`config.mk`:
```
export PLATFORM = sky130hd
export DESIGN_NAME = dio_bank
export DESIGN_NICKNAME = d
export VERILOG_FILES = /design/src/include/dio_pkg.sv /design/src/dio_bank.sv /design/src/dio_sync.sv /design/src/dio_port.sv
export VERILOG_INCLUDE_DIRS = /design/src /design/src/include
export SDC_FILE = /design/constraint.sdc
export NUM_CORES = 1
export LEC_CHECK = 0
export BUFFER_PORTS_ARGS = -buffer_cell sky130_fd_sc_hd__buf_2
export CAP_MARGIN = 25
export CORE_ASPECT_RATIO = 1.2
export CORE_MARGIN = 2
export CORE_UTILIZATION = 30
export DETAILED_ROUTE_END_ITERATION = 6
export PLACE_DENSITY = 0.52
export SYNTH_ARGS = -nofsm -noshare
export SYNTH_HDL_FRONTEND = slang
export SYNTH_SLANG_ARGS = --single-unit
```
`constraint.sdc`:
```
create_clock -name clk -period 10.68 [get_ports clk]
set_input_delay 2.67 -clock clk [delete_from_list [all_inputs] [get_ports clk]]
set_output_delay 2.67 -clock clk [all_outputs]
set_load 0.02 [all_outputs]
```
`src/include/dio_defines.svh`:
```
// Register offsets, field positions, reset values and timing for the port bank
`ifndef DIO_DEFINES_SVH
`define DIO_DEFINES_SVH

`define NUM_PORTS 6
`define ADDR_W 4
// Register offsets (word addresses, one word each)
`define OFF_DIR 4'h0
`define OFF_POL 4'h4
`define OFF_TRI 4'h8
`define OFF_CMD 4'hC
`define OFF_OUT0 4'h1
`define OFF_IN0 4'h2
`define OFF_STAT 4'h3
`define OFF_MASK 4'h5
`define OFF_POLL 4'h6
`define OFF_ERRCODE 4'h7
`define OFF_INSEL 4'h9
`define OFF_OUTSEL 4'hA
// Command codes written to the command register
`define CMD_RESET 8'h01
`define CMD_SELFTEST 8'h02
`define CMD_INPUT 8'h03
`define CMD_QUERY 8'h04
`define CMD_ERROR 8'h05
// Serial poll value while a request is pending
`define POLL_REQ 8'h40
// Error codes
`define ERR_NONE 8'h00
`define ERR_SYNTAX 8'h01
// Reset values
`define DIR_RST 6'h00
`define POL_RST 6'h00
`define TRI_RST 6'h3F
// Status bit positions
`define ST_ERR 0
`define ST_INDONE 1
`define ST_W 2
// Self-test duration
`define SELFTEST_NS 200
`define CLK_NS 10
`define SELFTEST_CYC ((`SELFTEST_NS + `CLK_NS - 1) / `CLK_NS)

`endif

```
`src/include/dio_pkg.sv`:
```
// Types shared by the port bank design files
package dio_pkg;
  typedef enum logic [1:0] {
    ST_IDLE = 2'b00,
    ST_TEST = 2'b10,
    ST_SAMPLE = 2'b01
  } ctrl_state_t;
endpackage

```
`src/dio_bank.sv`:
```
// Six-port digital I/O bank with command, error and interrupt path
`include "dio_defines.svh"
`timescale 1ns/1ps
module dio_bank (
  input wire logic clk,
  input wire logic rst_b,
  input wire logic [`ADDR_W-1:0] addr,
  input wire logic [31:0] wdata,
  input wire logic wr,
  input wire logic rd,
  output logic [31:0] rdata,
  input wire logic [47:0] pinIn,
  output logic [47:0] pinOut,
  output logic [47:0] pinOe,
  input wire logic [5:0] extTriIn,
  output logic errLed,
  output logic irq
);
  // Control registers
  logic [5:0] dir_reg;
  logic [5:0] pol_reg;
  logic [5:0] tri_reg;
  logic [47:0] out_reg;
  logic [5:0] inSel_reg;
  logic [47:0] inData_reg;
  logic [7:0] errCode_reg;
  logic errPend_reg;
  logic errLed_reg;
  logic req_reg;
  logic reqEn_reg;
  logic [`ST_W-1:0] stat_reg;
  logic [`ST_W-1:0] mask_reg;
  logic [7:0] testCnt_reg;
  logic [2:0] outSel_reg;
  logic [31:0] rdata_reg;
  dio_pkg::ctrl_state_t state_reg;
  dio_pkg::ctrl_state_t state_next;

  logic [47:0] pinSync;
  logic [5:0] extTriSync;
  logic [47:0] inValue;

  // Pins come from outside; two flops before any use
  dio_sync #(.W(48)) uPinSync (
    .clk(clk),
    .rst_b(rst_b),
    .din(pinIn),
    .dout(pinSync)
  );
  dio_sync #(.W(6)) uTriSync (
    .clk(clk),
    .rst_b(rst_b),
    .din(extTriIn),
    .dout(extTriSync)
  );

  // One instance per port
  genvar gi;
  generate
    for (gi = 0; gi < `NUM_PORTS; gi = gi + 1) begin : gPort
      dio_port uPort (
        .clk(clk),
        .rst_b(rst_b),
        .isOutput(dir_reg[gi]),
        .activeLow(pol_reg[gi]),
        .intTri(tri_reg[gi] | (state_reg == dio_pkg::ST_TEST)),
        .extTri(extTriSync[gi]),
        .outValue(out_reg[gi*8 +: 8]),
        .pinSync(pinSync[gi*8 +: 8]),
        .pinOut(pinOut[gi*8 +: 8]),
        .pinOe(pinOe[gi*8 +: 8]),
        .inValue(inValue[gi*8 +: 8])
      );
    end
  endgenerate

  // Write decoding
  logic wrDir, wrPol, wrTri, wrCmd, wrOut, wrStat, wrMask, wrInSel;
  logic wrOutSel, cmdOk, pollRd;
  logic [7:0] cmd;
  assign wrDir = wr && (addr == `OFF_DIR);
  assign wrPol = wr && (addr == `OFF_POL);
  assign wrTri = wr && (addr == `OFF_TRI);
  assign wrCmd = wr && (addr == `OFF_CMD);
  assign wrOut = wr && (addr == `OFF_OUT0);
  assign wrStat = wr && (addr == `OFF_STAT);
  assign wrMask = wr && (addr == `OFF_MASK);
  assign wrInSel = wr && (addr == `OFF_INSEL);
  assign wrOutSel = wr && (addr == `OFF_OUTSEL);
  assign pollRd = rd && (addr == `OFF_POLL);
  assign cmd = wdata[7:0];
  // Accepted, except query, only while no error is pending and idle
  assign cmdOk = !errPend_reg && (state_reg == dio_pkg::ST_IDLE);

  // Port configuration writes are commands too, and so are refused on error
  logic cfgOk;
  assign cfgOk = cmdOk;

  // Command classification
  logic doReset, doTest, doInput, doQuery, doBad;
  assign doReset = wrCmd && cmdOk && (cmd == `CMD_RESET);
  assign doTest = wrCmd && cmdOk && (cmd == `CMD_SELFTEST);
  assign doInput = wrCmd && cmdOk && (cmd == `CMD_INPUT);
  assign doQuery = wrCmd && (cmd == `CMD_QUERY);
  assign doBad = wrCmd && cmdOk && !doReset && !doTest && !doInput &&
                 (cmd != `CMD_QUERY);

  // Controller sequencing
  always_comb begin
    state_next = state_reg;
    case (state_reg)
      dio_pkg::ST_IDLE: begin
        if (doTest) begin
          state_next = dio_pkg::ST_TEST;
        end else if (doInput) begin
          state_next = dio_pkg::ST_SAMPLE;
        end
      end
      dio_pkg::ST_TEST: begin
        if (testCnt_reg == 8'h00) begin
          state_next = dio_pkg::ST_IDLE;
        end
      end
      dio_pkg::ST_SAMPLE: begin
        state_next = dio_pkg::ST_IDLE;
      end
      default: begin
        state_next = dio_pkg::ST_IDLE;
      end
    endcase
  end

  always_ff @(posedge clk or negedge rst_b) begin
    if (!rst_b) begin
      state_reg <= dio_pkg::ST_IDLE;
    end else begin
      state_reg <= state_next;
    end
  end

  // Self-test holds all outputs off for a fixed time
  always_ff @(posedge clk or negedge rst_b) begin
    if (!rst_b) begin
      testCnt_reg <= 8'h00;
    end else if (doTest) begin
      testCnt_reg <= 8'(`SELFTEST_CYC - 1);
    end else if (testCnt_reg != 8'h00) begin
      testCnt_reg <= testCnt_reg - 8'h01;
    end
  end

  // Port configuration; reset command restores defaults
  always_ff @(posedge clk or negedge rst_b) begin
    if (!rst_b) begin
      dir_reg <= `DIR_RST;
      pol_reg <= `POL_RST;
      tri_reg <= `TRI_RST;
      out_reg <= '0;
      inSel_reg <= 6'h00;
      outSel_reg <= 3'h0;
    end else if (doReset) begin
      dir_reg <= `DIR_RST;
      pol_reg <= `POL_RST;
      tri_reg <= `TRI_RST;
      out_reg <= '0;
      inSel_reg <= 6'h00;
      outSel_reg <= 3'h0;
    end else if (cfgOk) begin
      if (wrDir) dir_reg <= wdata[5:0];
      if (wrPol) pol_reg <= wdata[5:0];
      if (wrTri) tri_reg <= wdata[5:0];
      if (wrInSel) inSel_reg <= wdata[5:0];
      if (wrOutSel) outSel_reg <= wdata[2:0];
      if (wrOut && outSel_reg < 3'h6) begin
        out_reg[outSel_reg*8 +: 8] <= wdata[7:0];
      end
    end
  end

  // Sample selected ports, packed low port first
  logic [47:0] packed_next;
  always_comb begin
    int k;
    packed_next = '0;
    k = 0;
    for (int p = 0; p < `NUM_PORTS; p++) begin
      if (inSel_reg[p]) begin
        packed_next[k*8 +: 8] = inValue[p*8 +: 8];
        k = k + 1;
      end
    end
  end

  always_ff @(posedge clk or negedge rst_b) begin
    if (!rst_b) begin
      inData_reg <= '0;
    end else if (state_reg == dio_pkg::ST_SAMPLE) begin
      inData_reg <= packed_next;
    end
  end

  // Error path: error wins over query clear in the same cycle
  always_ff @(posedge clk or negedge rst_b) begin
    if (!rst_b) begin
      errPend_reg <= 1'b0;
      errLed_reg <= 1'b0;
      errCode_reg <= `ERR_NONE;
      req_reg <= 1'b0;
    end else begin
      if (doBad) begin
        errPend_reg <= 1'b1;
        errCode_reg <= `ERR_SYNTAX;
        errLed_reg <= reqEn_reg;
        req_reg <= reqEn_reg | req_reg;
      end else begin
        if (doQuery) begin
          errPend_reg <= 1'b0;
          errLed_reg <= 1'b0;
        end
        if (doTest) begin
          errCode_reg <= `ERR_NONE;
        end
        if (pollRd) begin
          req_reg <= 1'b0;
        end
      end
    end
  end

  // Request enable lives in the mask register bit 0 write path
  always_ff @(posedge clk or negedge rst_b) begin
    if (!rst_b) begin
      reqEn_reg <= 1'b0;
      mask_reg <= '0;
    end else if (wrMask) begin
      mask_reg <= wdata[`ST_W-1:0];
      reqEn_reg <= wdata[`ST_ERR];
    end
  end

  // Sticky events; set wins over write-one-to-clear
  logic [`ST_W-1:0] evt;
  assign evt[`ST_ERR] = doBad;
  assign evt[`ST_INDONE] = (state_reg == dio_pkg::ST_SAMPLE);
  always_ff @(posedge clk or negedge rst_b) begin
    if (!rst_b) begin
      stat_reg <= '0;
    end else begin
      stat_reg <= (stat_reg & ~(wrStat ? wdata[`ST_W-1:0] : '0)) | evt;
    end
  end

  // Read mux, answer one cycle after the strobe
  // Unmapped offsets fall through to zero, so no stale word leaks out
  // Address 0x1 doubles as the upper input bytes on read
  logic [31:0] rdMux;
  assign rdMux =
    (addr == `OFF_DIR) ? {26'h0, dir_reg} :
    (addr == `OFF_POL) ? {26'h0, pol_reg} :
    (addr == `OFF_TRI) ? {26'h0, tri_reg} :
    (addr == `OFF_IN0) ? inData_reg[31:0] :
    (addr == `OFF_OUT0) ? {16'h0, inData_reg[47:32]} :
    (addr == `OFF_STAT) ? {30'h0, stat_reg} :
    (addr == `OFF_MASK) ? {30'h0, mask_reg} :
    (addr == `OFF_POLL) ? {24'h0, req_reg ? `POLL_REQ : 8'h00} :
    (addr == `OFF_ERRCODE) ? {24'h0, errCode_reg} :
    (addr == `OFF_INSEL) ? {26'h0, inSel_reg} :
    (addr == `OFF_CMD) ? {30'h0, state_reg} :
    32'h0000_0000;

  always_ff @(posedge clk or negedge rst_b) begin
    if (!rst_b) begin
      rdata_reg <= 32'h0000_0000;
    end else if (rd) begin
      rdata_reg <= rdMux;
    end else begin
      rdata_reg <= 32'h0000_0000;
    end
  end

  assign rdata = rdata_reg;
  assign errLed = errLed_reg;
  // Level interrupt: unmasked sticky bits or pending request
  assign irq = |(stat_reg & mask_reg) | req_reg;
endmodule // dio_bank

```
`src/dio_sync.sv`:
```
// Two-flop synchroniser for a bus of pin levels
`timescale 1ns/1ps
module dio_sync #(
  parameter int W = 8
) (
  input wire logic clk,
  input wire logic rst_b,
  input wire logic [W-1:0] din,
  output logic [W-1:0] dout
);
  logic [W-1:0] meta;

  // First stage feeds only the second
  always_ff @(posedge clk or negedge rst_b) begin
    if (!rst_b) begin
      meta <= '0;
      dout <= '0;
    end else begin
      meta <= din;
      dout <= meta;
    end
  end
endmodule // dio_sync

```
`src/dio_port.sv`:
```
// One byte-wide port: drive enable and polarity on both directions
`include "dio_defines.svh"
`timescale 1ns/1ps
module dio_port (
  input wire logic clk,
  input wire logic rst_b,
  input wire logic isOutput,
  input wire logic activeLow,
  input wire logic intTri,
  input wire logic extTri,
  input wire logic [7:0] outValue,
  input wire logic [7:0] pinSync,
  output logic [7:0] pinOut,
  output logic [7:0] pinOe,
  output logic [7:0] inValue
);
  logic driveEn;
  logic [7:0] pinOutNext;

  // Either tri-state source blocks drivers
  assign driveEn = isOutput & ~intTri & ~extTri;
  // Polarity applies to outputs and inputs alike
  assign pinOutNext = activeLow ? ~outValue : outValue;
  assign inValue = activeLow ? ~pinSync : pinSync;

  // Registered pin drive
  always_ff @(posedge clk or negedge rst_b) begin
    if (!rst_b) begin
      pinOut <= 8'h00;
      pinOe <= 8'h00;
    end else begin
      pinOut <= pinOutNext;
      pinOe <= {8{driveEn}};
    end
  end
endmodule // dio_port

```
---- Word-level counts from Yosys, hierarchy flattened ----
Index checks and enable logic that the tools add are counted.
storage, ports and cells
  input port bits ......................... 94
  bits in registers ....................... 343
  output and inout port bits .............. 130
cells by class
  muxes and demuxes ....................... 74
  bitwise gates (word level) .............. 48
  order comparisons ....................... 1
  shift operators ......................... 12
  equal/unequal tests ..................... 20
  $add $sub $neg .......................... 11
  reduce and logical (&&, ||, !) cells .... 48
operator list
  cell                                                   count
  two-way mux 48 bit                                     8
  bitwise mux 48 bit                                     6
  variable shift 8 x 33 -> 48 bit, first input constant  5
  indexed part select 8 x 33 -> 48 bit                   5
  two-way mux 8 bit                                      21
  negation 32 -> 33 bit                                  5
  two-way mux 32 bit                                     5
  two-way mux 29 bit                                     4
  inverter 8 bit                                         12
  adder 29 x 2 -> 29 bit, second input constant          3
  two-way mux 6 bit                                      13
  variable shift 8 x 34 -> 48 bit, first input constant  1
  indexed part select 8 x 34 -> 48 bit                   1
  negation 6 -> 34 bit                                   1
  nonzero test 2 bit                                     11
  logical AND 1 bit                                      21
  equality test 4 x 3 -> 1 bit, second input constant    4
  equality test 4 bit, second input constant             4
  equality test 8 x 2 -> 1 bit, second input constant    2
  two-way mux 16 bit                                     1
  AND reduction 2 bit                                    7
  bitwise AND 1 bit                                      12
  inverter 1 bit                                         12
  two-way mux 2 bit                                      5
  26 further kinds                                       45

---- Longest topological paths before layout ----
Gate-level depths: netlist (run 1).
  word-level depth ........................ 13
  mapped depth ............................ 24

---- Cells and area by module ----
A second synthesis (run 1) with hierarchy kept.
unflattened totals
  cells, all modules ...................... 1292
  area total of the unflattened synthesis .. 14864.3 sq um
by module, submodules not included
  module               cells an instance  seq. area each (sq um)  instances  area an instance (sq um)
  dio_bank             974                4336.7                  1          9421.5
  dio_port             35                 225.2                   6          456.7
  dio_sync (uPinSync)  96                 2402.3                  1          2402.3
  dio_sync (uTriSync)  12                 300.3                   1          300.3

---- Worst setup path after synthesis (run 1) ----
No wires, ideal clock.
  kind .................................... reg-to-reg
  start point ............................. reg inSel_reg[0]
  end point ............................... reg inData_reg[30]
  arrival time ............................ 4.855 ns
  stages on the path, launching flop included .. 25
  path buffers ............................ 5
  path slack .............................. 5.693 ns
  path through ............................ dfrtp_1 -> clkinv_1 -> clkbuf_1 -> ha_1 -> and2b_1 -> or2_2 -> inv_1 -> ha_1 -> nand2b_1 -> o31ai_2 -> inv_1 -> ha_1 -> buf_1 -> a21oi_1 -> ha_1 -> nand3_1 -> ha_1 -> buf_1 -> and3b_1 -> nand2_1 -> or4_1 -> buf_2 -> buf_6 -> mux2i_1 -> o21ai_1
between the ends
  word-level cells in the longest chain between the ends .. 13
RTL lines
  what                                                                  line                              RTL
  start, declared                                                       dio_bank.sv:24                    logic [5:0] inSel_reg;
  start signal, assigned                                                dio_bank.sv:172                   if (wrInSel) inSel_reg <= wdata[5:0];
  two-way mux 1 bit (*)                                                 dio_bank.sv:187                   if (inSel_reg[p]) begin
  adder 1 x 1 -> 2 bit / negation 32 -> 33 bit (equally long branches)  dio_bank.sv:189, dio_bank.sv:188
  two-way mux 29 bit, or another cell as far along                      dio_bank.sv:187
  adder 29 x 2 -> 29 bit, or another cell as far along                  dio_bank.sv:189                   k = k + 1;
  two-way mux 29 bit, or another cell as far along                      dio_bank.sv:187
  adder 29 x 2 -> 29 bit, or another cell as far along                  dio_bank.sv:189
  two-way mux 29 bit, or another cell as far along                      dio_bank.sv:187
  adder 29 x 2 -> 29 bit, or another cell as far along                  dio_bank.sv:189
  two-way mux 29 bit, or another cell as far along                      dio_bank.sv:187
  negation 32 -> 33 bit / bitwise mux 48 bit (equally long branches)    dio_bank.sv:188                   packed_next[k*8 +: 8] = inValue[p*8 +: 8];
  indexed part select 8 x 33 -> 48 bit, or another cell as far along    dio_bank.sv:188
  bitwise mux 48 bit                                                    dio_bank.sv:188
  two-way mux 48 bit (*)                                                dio_bank.sv:187
  end signal, assigned                                                  dio_bank.sv:198                   inData_reg <= packed_next;
  end, declared                                                         dio_bank.sv:25                    logic [47:0] inData_reg;
Every way passes the cells marked *; elsewhere a longest branch is shown, timed or not.
A chain may end at the register's enable or synchronous reset.

---- Final worst setup path (run 1) ----
  start point ............................. reg inSel_reg[0]
  end point ............................... reg inData_reg[29]
The elaborated chain is that of the path after synthesis.

==> impl.org, run 1 <==
** Outcome
- Outcome :: complete, no violations

** Logic synthesis
- The average instance in the mapped netlist occupies 11.0 sq um.
- Count of distinct cell types in the synthesized netlist :: 74
- For this run, the leading register cell type out of synthesis is sky130_fd_sc_hd__dfrtp_1.
- Of the total synthesized cell area, the portion taken by full adders, half adders and majority gates is 1.40%.
- After Yosys synthesis, XOR and XNOR cells account for 6.95% of the synthesized area.
- During synthesis, Yosys emitted a total of 0 warnings.
- After synthesis, the largest family of logic cells by area is simple AND/OR/NAND/NOR gates.
- Nets in the synthesized netlist :: 1465
- For this run, the register share of the synthesized area comes to 56.5%.
- Area share of and/or/nand/nor cells after synthesis :: 14.4%
- Summing the areas of all compound-gate instances in the mapped netlist gives 12.9% of the synthesized area.
- After synthesis the netlist holds a flip-flop and latch count of 335.
- The cell area that synthesis handed to floorplanning was 0.0148 sq mm.
- Multiplexer cells account for 2.98% of the synthesized area.
- Instance count of the mapped netlist :: 1355
- The synthesized design contains 0 enable-type register cells.
- FFs w/ async S/R, synth :: 100%

** STA
- Number of slew-limit violations in the final report :: 0
- Endpoints failing hold :: 0
- Worst slew margin relative to its limit :: 27.9%
- Setup TNS after final layout :: 0 ns
- Final worst path period share :: 55.4%
- For the pin with the worst max-slew slack, the measured transition is 1.08 ns.
- Final Setup Violations :: 0
- Post-Route Skew :: 0.0196 ns
- Max Clock Freq :: 169 MHz
- Setup repair after global routing left no endpoint under its margin.
- The clock period could shrink to 5.92 ns.

** Global routing
- Across every metal layer, demand over resource in global routing totals 16.3%.
- Via count of the first global-routing pass :: 11100
- After global routing the overflow that remains totals 0.
- Global-route wire length before repair :: 64.3 mm
- Number of antenna violations at the first check in global routing :: 0
- Largest net degree at the start of global routing :: 156

** Critical path
- Worst Path Class, Setup :: flop to flop
- CP startpoint kind :: flop
- STA classifies the critical path endpoint as a flop.
- By instance count, the cell type seen most on the critical path is sky130_fd_sc_hd__ha_1.
- Critical-path maximum fanout :: 18
- Data required time of the critical path :: 11.07 ns
- Measured in cells, the most critical reg-to-reg path has a length of 19.
- Critical Path, Cell by Cell :: clkinv_1 > ha_1 > and2b_1 > or2_2 > inv_1 > ha_1 > nand2b_1 > o31ai_2 > inv_1 > ha_1 > a21oi_1 > ha_1 > nand3_1 > ha_1 > and3b_1 > nand2_1 > or4_1 > mux2i_1 > o21ai_1
- Data arrival time of the critical path :: 6.31 ns
- Delay of the slowest cell on the worst path :: 0.76 ns
- The largest individual stage delay along the critical path comes from the cell sky130_fd_sc_hd__or4_1.

** Floorplan
- Die boundary width :: 207 microns
- In this run the vertical extent of the chip is 248 microns.
- Core outline area :: 0.0490 sq mm
- For this configuration, the core starts out at a cell density of 30.3%.
- The floorplan step defined a die boundary enclosing 0.0513 sq mm.
- Top-level port count :: 224
- Placement row count :: 89

** Clock network
- Clock input transition at the sequential cells of the worst setup and hold paths :: 0.06 ns
- Count of buffers added by post-CTS timing repair for setup :: 0
- CTS H-Tree Depth :: 2
- The number of clock buffers added by TritonCTS is 38.
- Number of resized instances in the post-cts repair step :: 0
- Sink Count :: 335
- Root buffer selected by CTS :: sky130_fd_sc_hd__clkbuf_16
- Clock latency on the worst-skew pair, taken at its later pin, is 0.56 ns.
- The clock passes through at most 3 buffers.
- TritonCTS built the clock tree.
- The number of hold buffers added after CTS was 0.

** Route
- WL final :: 42.1 mm
- The count of nets left with antenna violations once routing finished came out at 0.
- After detailed routing, the average wire length per cell comes to 19.5 microns.
- In the routed design, unresolved DRC markers number 0.
- The first routing iteration left 778 violations.
- Via count normalized by instance count :: 4.93
- The routed layout has 10600 vias.
- The pre-antenna-repair detailed-routing pass consisted of 5 iterations.

** Pwr
- In this run the static leakage power is 8.52 nW.
- Of the total power, registers draw 47.3%.
- Power density cells :: 158 mW/mm^2
- PnR Total Power :: 2.77 mW
- Clock share of power :: 47.7%
- The analysis attributes to net switching a power of 0.642 mW.
- The internal portion of the total power is 2.13 mW.
- IR analysis of the VDD net gives a maximum drop of 0.135 mV.
- Of the total power, the share spent switching nets is 23.2%.
- Comb power frac :: 5.0%

** Min path
- The min-delay analysis places its worst path in the category flop to flop.
- Along the worst hold path, the cell count comes to 0.

** Finish
- Growth of design area from synthesis to finish :: 17.8%
- The finished cells cover 0.0175 sq mm.
- Multi-input combinational cell area :: 0.00574 sq mm
- Util after Layout :: 35.7%
- # fillers :: 4945
- Across the whole layout, storage elements account for 0.00839 sq mm.
- Fraction of final layout cells sized beyond drive strength 1 :: 19.7%
- The final layout contains 1603 nets.

** Placed design
- Routability-driven placement finished with a final weighted congestion of 0.906.
- Post-placement cell area :: 0.0162 sq mm
- Port-buffer cells :: 199
- DP HPWL :: 30.2 mm

** Run
- The tool flagged a number of max-cap violations equal to 0.
-- critical path, delay by kind of cell (launching register included) --
kind                     cells  cell delay (ns)
AND/OR/NAND/NOR              7             1.87
multiplexers                 1             0.38
flip-flops                   1             0.52
AO/OA/AOI/OAI                3             0.48
buffers and inverters        3             0.61
adder cells (fa/ha/maj)      5             1.89
-- power groups by stage --
| stage | sequential, mW | clock [mW] | combinational (mW) |
|---|---|---|---|
| floorplan | 1.33 | 0 | 0.0638 |
| global placement | 1.33 | 0 | 0.137 |
| detailed placement | 1.33 | 0 | 0.139 |
| CTS | 1.31 | 1.37 | 0.139 |
| global route | 1.31 | 1.42 | 0.153 |
| finish | 1.31 | 1.32 | 0.137 |
-- cell usage after synthesis (all sizes together) (4+ instances only) --
master  number  area (sq um)
dfrtp      329          8230
nand2      122           458
nor2       102           390
xor2        77           682
buf         64           427
nand3       58           290
o21ai       58           290
clkbuf      51           191
mux2i       42           420
a21oi       37           185
xnor2       33           304
a22o        31           272
and2        28           175
a22oi       27           203
inv         27           101
o211ai      24           180
nand2b      23           144
nor3        23           125
nor2b       19           119
o22ai       16           100
ha          15           188
a21o        11          82.6
a31oi       11          68.8
a32oi       11          96.3
a211oi       9          67.6
o221ai       9          78.8
nor4b        8          85.1
nor3b        7          57.6
a32o         6          60.1
and3         6          42.5
dfstp        6           158
nand4        6          37.5
a21boi       5          37.5
nand3b       5          37.5
nor4         4          25.0
o31ai        4          40.0
or3          4          25.0
or4          4          30.0
-- cell usage in the layout (no fill, tap or decap), types with 10 or more instances in the layout --
cell	instances
sky130_fd_sc_hd__clkbuf_1	10
sky130_fd_sc_hd__o22ai_1	16
sky130_fd_sc_hd__clkbuf_16	39
sky130_fd_sc_hd__nor2b_1	18
sky130_fd_sc_hd__a22o_1	31
sky130_fd_sc_hd__inv_1	25
sky130_fd_sc_hd__ha_1	15
sky130_fd_sc_hd__nand2b_1	22
sky130_fd_sc_hd__a21oi_1	37
sky130_fd_sc_hd__buf_2	198
sky130_fd_sc_hd__xor2_1	76
sky130_fd_sc_hd__a22oi_1	27
sky130_fd_sc_hd__a31oi_1	11
sky130_fd_sc_hd__dfrtp_1	329
sky130_fd_sc_hd__nand2_1	122
sky130_fd_sc_hd__and2_1	27
sky130_fd_sc_hd__nor3_1	21
sky130_fd_sc_hd__xnor2_1	31
sky130_fd_sc_hd__a32oi_1	11
sky130_fd_sc_hd__a21o_1	11
sky130_fd_sc_hd__nor2_1	101
sky130_fd_sc_hd__nand3_1	58
sky130_fd_sc_hd__o21ai_0	52
sky130_fd_sc_hd__o211ai_1	24
sky130_fd_sc_hd__mux2i_1	42
-- worst paths after layout --
path                                         from           endpoint  slack [ns]
worst max register to register       inSel_reg[0]     inData_reg[29]        4.76
worst max-delay path                 inSel_reg[0]     inData_reg[29]        4.76
max in group asynchronous                   rst_b           rdata[1]        7.06
min in group asynchronous                   rst_b  uPinSync.meta[14]        2.18
worst min-delay path            uPinSync.meta[46]  uPinSync.dout[46]        0.34
worst min register to register  uPinSync.meta[46]  uPinSync.dout[46]        0.34
-- per-stage QoR --
stage | cells | setup WS (ns) | hold slack (ns)
2_1_floorplan | 1355 | 5.69 | 0.331
3_3_place_gp | 2083 | 4.87 | 0.333
3_5_place_dp | 2086 | 4.82 | 0.335
4_1_cts | 2154 | 4.75 | 0.345
5_1_grt | 2158 | 4.31 | 0.349
6_report | 2159 | 4.76 | 0.342
-- routing by layer --
layer	GRT usage, %	up-vias	share of wire, %
met2	28.4	303	50
li1	-	4963	-
met5	0	-	0
met3	2.77	93	4.3
met4	7.94	0	4.4
met1	19.6	5282	41
-- area by class of cell --
cell class              count  share of cell area [%]
flip-flops and latches    335                    48.0
multi-input cells         877                    32.8
repair buffers            213                    6.78
clock buffers              51                    5.95
well taps                 637                    4.56
clock inverters            17                    1.28
inverters                  28                   0.601
diodes                      1                  0.0143
-- kinds of logic (layout without fill, tap and decap cells) --
family	count (synthesis)	in the layout
adder cells (fa/ha/maj)	16	16
multiplexers	44	44
buffers and inverters	143	309
other	0	1
AND/OR/NAND/NOR	430	430
AO/OA/AOI/OAI	275	275
XOR/XNOR	112	112
flip-flops	335	335
No activity file was read; power rests on OpenSTA's default activity.
==> run 2: changes to the inputs <==
- PLACE_DENSITY: 0.52 -> 0.54
- clock period: 10.68 -> 5 ns (I/O delays scaled with it)
==> run 2 against run 1 <==
Against the previous run: utilization grew 0.26 points; sequential power grew 110%; clock-buffer cell count decreased by 1; via count is essentially flat; highest routed layer unchanged; largest power group is now registers; clock power up 110%; worst setup slack worse by 4.4 ns.
==> impl.org, run 2 (same netlist as run 1, synthesis figures left out) <==
** Outcome
- Outcome :: complete, no violations

** Finish
- N_diodes :: 0
- Final instance area :: 0.0176 sq mm
- # fillers :: 4977
- In the layout the commonest cells are sky130_fd_sc_hd__dfrtp_1, sky130_fd_sc_hd__buf_2, sky130_fd_sc_hd__nand2_1, sky130_fd_sc_hd__nor2_1, sky130_fd_sc_hd__xor2_1.
- Cells with a size suffix above 1 make up 21.0% of the layout.
- The library cell used most frequently in the layout, excluding fill and tap cells, is sky130_fd_sc_hd__dfrtp_1.
- At the end of the flow, the number of nets in the layout was 1621.
- From synthesis to final layout, the design area changed by 18.7%.
- At the end of the flow the core is filled with cells to 35.9%.

** Floorplan
- After floorplanning, the core was sized to cover 0.0490 sq mm.
- Total Die Area :: 0.0513 sq mm
- From left edge to right edge, the die measures 207 microns.
- From bottom edge to top edge, the die measures 248 microns.
- 224 I/O pins were placed.
- Placement row count :: 89
- Effective utilization at floorplan :: 30.3%

** Min path
- The path with the worst hold slack has its endpoint at uTriSync.dout[2].
- The worst hold path passes through 0 cells.
- Worst Hold Launch :: uTriSync.meta[2]
- The min-delay analysis places its worst path in the category flop to flop.

** Global routing
- The first global-routing pass estimated 64.8 mm of wire.
- The total overflow left after global routing is 0.
- Entering global routing, the biggest net connects 103 pins.
- The via count of the first global-routing pass is 10900.
- GRT Total Usage :: 16.4%
- The number of antenna violations at the first check in global routing was 0.

** Critical path
- On the worst path, the slowest cell contributes a delay of 0.66 ns.
- On the critical path, the stage with the largest delay is an instance of sky130_fd_sc_hd__fa_2.
- Reg2reg start :: inSel_reg[0]
- In this design, the largest share of critical-path delay is due to adder cells.
- Critical Path Sink Type :: flop
- CP startpoint kind :: flop
- The signal on the critical path passes through fa_2 > inv_1 > ha_1 > nand2b_1 > o31ai_2 > inv_1 > ha_1 > a21oi_1 > ha_2 > nand3_1 > ha_1 > and3b_1 > nand3_1 > or4b_4 > nor2_4 > a22oi_1 > o21ai_0.
- Critical-path maximum fanout :: 8
- The worst register-to-register path has a setup slack of 0.32 ns.
- End of the worst register-to-register path :: inData_reg[47]
- Number of buffers and inverters on the critical path :: 2
- Worst Path Class, Setup :: flop to flop
- Most repeated library cell on the critical path :: sky130_fd_sc_hd__ha_1
- Data arrival time of the critical path :: 5.15 ns
- The worst register-to-register path has a depth of 17.
- Data on the critical path is required at its endpoint by 5.46 ns.

** STA
- For the final routed database, the setup TNS stands at 0 ns.
- The worst pin sits at a relative slew slack of 33.7%.
- Worst hold margin :: 0.344 ns
- The number of pins with negative max-slew slack in the final report is 0.
- The number of hold-slack violations in the final timing report came to 0.
- Dividing the final minimum period by the clock period gives 93.7%.
- Setup repair after global routing left no endpoint under its margin.
- For the pin with the worst max-slew slack, the measured transition is 0.987 ns.
- Final Setup Violations :: 0
- The smallest clock period supported by the final layout is computed as 4.68 ns.
- Post-Route Skew :: 0.0210 ns
- Static timing analysis puts the maximum clock frequency at 213 MHz.

** Clock network
- Counting every sink on the clock net gives 335.
- CTS tree :: yes
- CTS built an H-tree with a depth of 2.
- Clock-pin slew was measured on the worst setup and hold paths at 0.06 ns.
- The later pin in the worst-skew pair is clocked with a latency of 0.55 ns.
- Max clock buf depth :: 3
- Buffers added to address setup during post-CTS repair amount to 0.
- Root buffer selected by CTS :: sky130_fd_sc_hd__clkbuf_16
- TritonCTS created 37 clock buffers.
- After clock tree synthesis, the flow added hold-fix buffers numbering 0.

** Pwr
- PnR Total Power :: 5.85 mW
- Static Leak :: 8.60 nW
- VDD IR-drop max :: 0.194 mV
- Power density cells :: 332 mW/mm^2

** Placed design
- Final estimated routing congestion in global placement :: 0.863
- Post-placement cell area :: 0.0163 sq mm
- DP HPWL :: 31.1 mm
- Port buffering added 199 buffers.

** Route
- In the routed design, unresolved DRC markers number 0.
- Iter 0 DRT Violations :: 757
- The detail route stage leaves a number of antenna-violating nets equal to 0.
- Routed vias :: 10700
- After detailed routing, the number of vias per cell comes to 4.90.
- WL final :: 42.1 mm
- WL/cell :: 19.4 microns
- Before antenna repair, the detailed router went through 5 iterations.

** Run
- The tool flagged a number of max-cap violations equal to 0.
==> run 2: changes by cell type in the layout (fill, tap and decap cells not counted), moves of 2 or more <==
cell                         previous run  this run
sky130_fd_sc_hd__buf_4                  7        26
sky130_fd_sc_hd__clkbuf_8               2         8
sky130_fd_sc_hd__clkbuf_1              10         5
sky130_fd_sc_hd__clkbuf_16             39        37
sky130_fd_sc_hd__clkinv_8               2         0
sky130_fd_sc_hd__clkinvlp_4             1         3
==> run 2: repair_timing <==
item | 4_1_cts | 5_1_grt
hold endpoints to repair | 0 | 0
setup endpoints to repair | 0 | 32
resized for setup | 0 | 2
==> run 2: per-stage QoR <==
| step | setup WS (ns) | std cells |
|---|---|---|
| 6_report | 0.315 | 2175 |
| 3_5_place_dp | 0.185 | 2107 |
| 5_1_grt | 0.00232 | 2175 |
| 4_1_cts | 0.150 | 2173 |
| 2_1_floorplan | 0.0133 | 1355 |
| 3_3_place_gp | 0.309 | 2104 |
==> run 2: final cells by class <==
class | count | area [sq um] | share of cell area [%]
clock buffer | 50 | 1050 | 5.99
clock inverter | 16 | 180 | 1.02
inverter | 28 | 105 | 0.597
multi-input combinational | 877 | 5740 | 32.6
sequential | 335 | 8390 | 47.6
tap | 637 | 797 | 4.53
timing repair buffer | 232 | 1340 | 7.62
==> run 2: report_power, final <==
part	internal, mW	switching (mW)	total [mW]
Sequential	2.77	0.0287	2.80
Combinational	0.0918	0.203	0.295
Clock	1.64	1.11	2.75
==> run 2: worst max-delay path by stage <==
| stage | slack, ns | start | end | cells after the start |
|---|---|---|---|---|
| after global routing | 0.002 | inSel_reg[0] | inData_reg[47] | 20 |
| after floorplan | 0.01 | inSel_reg[0] | inData_reg[30] | 24 |
| final | 0.32 | inSel_reg[0] | inData_reg[47] | 17 |
| after detailed placement | 0.18 | inSel_reg[0] | inData_reg[47] | 17 |
| after global placement | 0.31 | inSel_reg[0] | inData_reg[45] | 17 |
| after CTS | 0.15 | inSel_reg[0] | inData_reg[47] | 17 |
==> run 2: layer usage <==
layer	track usage [%]	vias up	share of wire (%)
met5	0	-	0
met4	6.93	0	3.9
met2	28.9	299	51
met1	20.0	5263	41
met3	2.91	84	4.2
li1	-	5005	-
==> run 2: worst reg2reg max path: stages, from the launching register on <==
cell                       delay, ns
sky130_fd_sc_hd__dfrtp_1        0.47
sky130_fd_sc_hd__fa_2           0.66
sky130_fd_sc_hd__inv_1          0.11
sky130_fd_sc_hd__ha_1           0.35
sky130_fd_sc_hd__nand2b_1       0.20
sky130_fd_sc_hd__o31ai_2        0.18
sky130_fd_sc_hd__inv_1          0.11
sky130_fd_sc_hd__ha_1           0.32
sky130_fd_sc_hd__a21oi_1        0.18
sky130_fd_sc_hd__ha_2           0.25
sky130_fd_sc_hd__nand3_1        0.08
sky130_fd_sc_hd__ha_1           0.30
sky130_fd_sc_hd__and3b_1        0.21
sky130_fd_sc_hd__nand3_1        0.13
sky130_fd_sc_hd__or4b_4         0.58
sky130_fd_sc_hd__nor2_4         0.24
sky130_fd_sc_hd__a22oi_1        0.10
sky130_fd_sc_hd__o21ai_0        0.12
==> run 3: changes to the inputs <==
- CTS_BUF_LIST: unset -> sky130_fd_sc_hd__clkbuf_8
- RECOVER_POWER: unset -> 25
- REMOVE_ABC_BUFFERS: unset -> 1
==> run 3 against run 2 <==
Against the previous run: the flow now finishes with violations (max-capacitance violations, max-slew violations); sequential power hardly changed; critical path depth is 3 higher; critical endpoint is now inData_reg[44]; clock-buffer cell count grew 15; power shrank 4.0%; clock skew increased by 0.011 ns.
==> impl.org, run 3 (same netlist as run 1, synthesis figures left out) <==
** Outcome
- The flow ran to the end, but the final reports show violations.
- Violations in the final reports :: max-capacitance violations, max-slew violations

** Min path
- The min-delay analysis places its worst path in the category flop to flop.

** Global routing
- Global-route wire length before repair :: 65.6 mm
- GRT Total Usage :: 16.4%
- Largest net degree at the start of global routing :: 105
- The number of antenna violations at the first check in global routing is 1.
- Global routing finished with a remaining overflow of 0.
- Via count of the first global-routing pass :: 10900

** STA
- Post-route minimum period :: 4.63 ns
- Setup violations remaining at the end of the flow were counted as 0.
- Final worst path period share :: 92.6%
- Number of slew-limit violations in the final report :: 122
- For this run, the top clock speed supported by timing is 216 MHz.
- Setup TNS after final layout :: 0 ns
- Clock skew on the completed layout was measured at 0.0317 ns.
- Worst hold margin :: 0.346 ns
- Endpoints failing hold :: 0
- RSZ-0062 raised after global routing :: false
- Worst slew margin relative to its limit :: -82.3%
- For the pin with the worst max-slew slack, the measured transition is 2.73 ns.

** Critical path
- Number of buffers and inverters on the critical path :: 3
- The cell family contributing the most delay on the critical path is simple AND/OR/NAND/NOR gates.
- Critical-path maximum fanout :: 8
- Data on the critical path arrives at its endpoint at 5.15 ns.
- In this design, the critical path's most frequently occurring cell is sky130_fd_sc_hd__ha_1.
- The worst setup path is captured at a flop.
- Critical Path, Cell by Cell :: clkinv_1 > ha_1 > and2b_1 > or2_2 > inv_1 > ha_1 > nand2b_1 > o31ai_2 > inv_1 > ha_1 > a21oi_1 > ha_1 > nand3_1 > ha_1 > and3b_1 > nand3_1 > or4b_4 > nor2_4 > a22oi_1 > o21ai_1
- Worst Path Class, Setup :: flop to flop
- The slowest stage of the critical path belongs to the cell sky130_fd_sc_hd__or4b_4.
- CP startpoint kind :: flop
- Delay of the slowest cell on the worst path :: 0.59 ns
- Data on the critical path is required at its endpoint by 5.52 ns.

** Clock network
- For the worst-skew pair, the clock arrives at the later sink with an insertion delay of 0.62 ns.
- CTS tree :: yes
- CTS built an H-tree with a depth of 2.
- The tree is rooted in a sky130_fd_sc_hd__clkbuf_8.
- Counting every sink on the clock net gives 335.
- Number of buffers created by CTS :: 55
- Count of buffers added by post-CTS timing repair for setup :: 0
- Clock-pin slew was measured on the worst setup and hold paths at 0.06 ns.
- The number of gates resized after CTS was 0.
- Max clock buf depth :: 3
- Post-CTS Hold Fix Bufs :: 0

** Pwr
- The completed layout was analyzed and its total power is 5.61 mW.
- Dividing total power by cell area gives a power density of 321 mW/mm^2.
- Static Leak :: 8.63 nW
- VDD sags by at most 0.183 mV.

** Route
- Using the TritonRoute via totals, the vias-per-cell ratio works out to 4.86.
- Across all layers, the routed design uses 10800 vias.
- The first TritonRoute pass finished after 7 iterations.
- For this block, the routed nets add up to 42.5 mm of wire.
- In the routed design, unresolved DRC markers number 0.
- The count of nets left with antenna violations once routing finished came out at 0.
- Iter 0 DRT Violations :: 721
- WL/cell :: 19.2 microns

** Finish
- After the last flow step, the layout net total stands at 1641.
- Leaving out fill and tap cells, the most frequent cell in the layout is sky130_fd_sc_hd__dfrtp_1.
- Once layout is complete, the utilization of the core stands at 35.7%.
- In the final layout, the share of cells above drive strength 1 is 21.7%.
- Compared with the post-synthesis result, the final layout area differs by 17.7%.
- The count of cells in the finished layout, fillers not included, comes to 2211.
- # fillers :: 4957
- Commonest cells after routing, fill and taps aside :: sky130_fd_sc_hd__dfrtp_1, sky130_fd_sc_hd__buf_2, sky130_fd_sc_hd__nand2_1, sky130_fd_sc_hd__nor2_1, sky130_fd_sc_hd__xor2_1

** Floorplan
- Die boundary width :: 207 microns
- The initialized floorplan defines 89 standard-cell rows.
- During I/O placement, the number of pins put on the boundary was 224.
- The die covers 0.0513 sq mm.
- For this configuration, the core starts out at a cell density of 30.3%.
- The floorplan step defined a core boundary enclosing 0.0490 sq mm.
- In this run the vertical extent of the chip is 248 microns.

** Placed design
- DP HPWL :: 30.4 mm
- Final estimated routing congestion in global placement :: 0.890
- Port buffering added 199 buffers.
- Placed insts :: 2111

** Run
- Max_cap viols :: 2
[run 3: changes by cell type in the layout (fill, tap and decap cells not counted), moves of 2 or more]
cell	delta
sky130_fd_sc_hd__buf_16	-2
sky130_fd_sc_hd__buf_2	-3
sky130_fd_sc_hd__buf_4	+6
sky130_fd_sc_hd__buf_8	-4
sky130_fd_sc_hd__clkbuf_16	-37
sky130_fd_sc_hd__clkbuf_8	+57
sky130_fd_sc_hd__clkinv_2	+3
sky130_fd_sc_hd__inv_1	+17
sky130_fd_sc_hd__inv_6	-2
[run 3: worst register-to-register path: cells and delay by family, from the launching register on]
kind | cells | cell delay, ns
compound gates | 4 | 0.57
fa+ha+maj | 5 | 1.31
simple gates | 8 | 1.99
buf+inv | 3 | 0.25
flops | 1 | 0.46
[run 3: final timing paths]
| check | start | end | slack, ns | cells after the start |
|---|---|---|---|---|
| min reg2reg | uPinSync.meta[2] | uPinSync.dout[2] | 0.35 | 0 |
| max reg2reg | inSel_reg[0] | inData_reg[44] | 0.37 | 20 |
| min in group asynchronous | rst_b | out_reg[12] | 1.51 | 1 |
| min | uPinSync.meta[2] | uPinSync.dout[2] | 0.35 | 0 |
| max | inSel_reg[0] | inData_reg[44] | 0.37 | 20 |
| max in group asynchronous | rst_b | out_reg[24] | 1.71 | 2 |
[run 3: report_power, final]
group	total [mW]	leakage (nW)	internal (mW)	switching [mW]
Combinational	0.304	3.61	0.0903	0.214
Clock	2.51	0.660	1.39	1.12
Sequential	2.80	4.36	2.77	0.0297
[run 3: layout make-up]
cell class	count	area, sq um	area share [%]
Antenna cell	1	2.50	0.0143
Clock buffer	65	895	5.12
Clock inverter	34	264	1.51
Inverter	28	105	0.602
Multi-Input combinational cell	877	5740	32.9
Sequential cell	335	8390	48.0
Tap cell	637	797	4.56
Timing Repair Buffer	234	1280	7.30
[run 3: metal layers]
metal	vias to the layer above	GRT usage [%]	routed length, microns
li1	5046	-	-
met1	5301	22.1	19000
met2	336	26.9	20200
met3	69	2.86	2240
met4	0	5.42	1050
met5	-	0	0
[run 3: metrics by stage]
stage | instance area [sq um] | setup slack [ns]
3_5_place_dp | 16300 | 0.324
6_report | 17500 | 0.372
4_1_cts | 17500 | 0.295
5_1_grt | 17500 | 0.0516
3_3_place_gp | 16300 | 0.419
2_1_floorplan | 14200 | 0.217
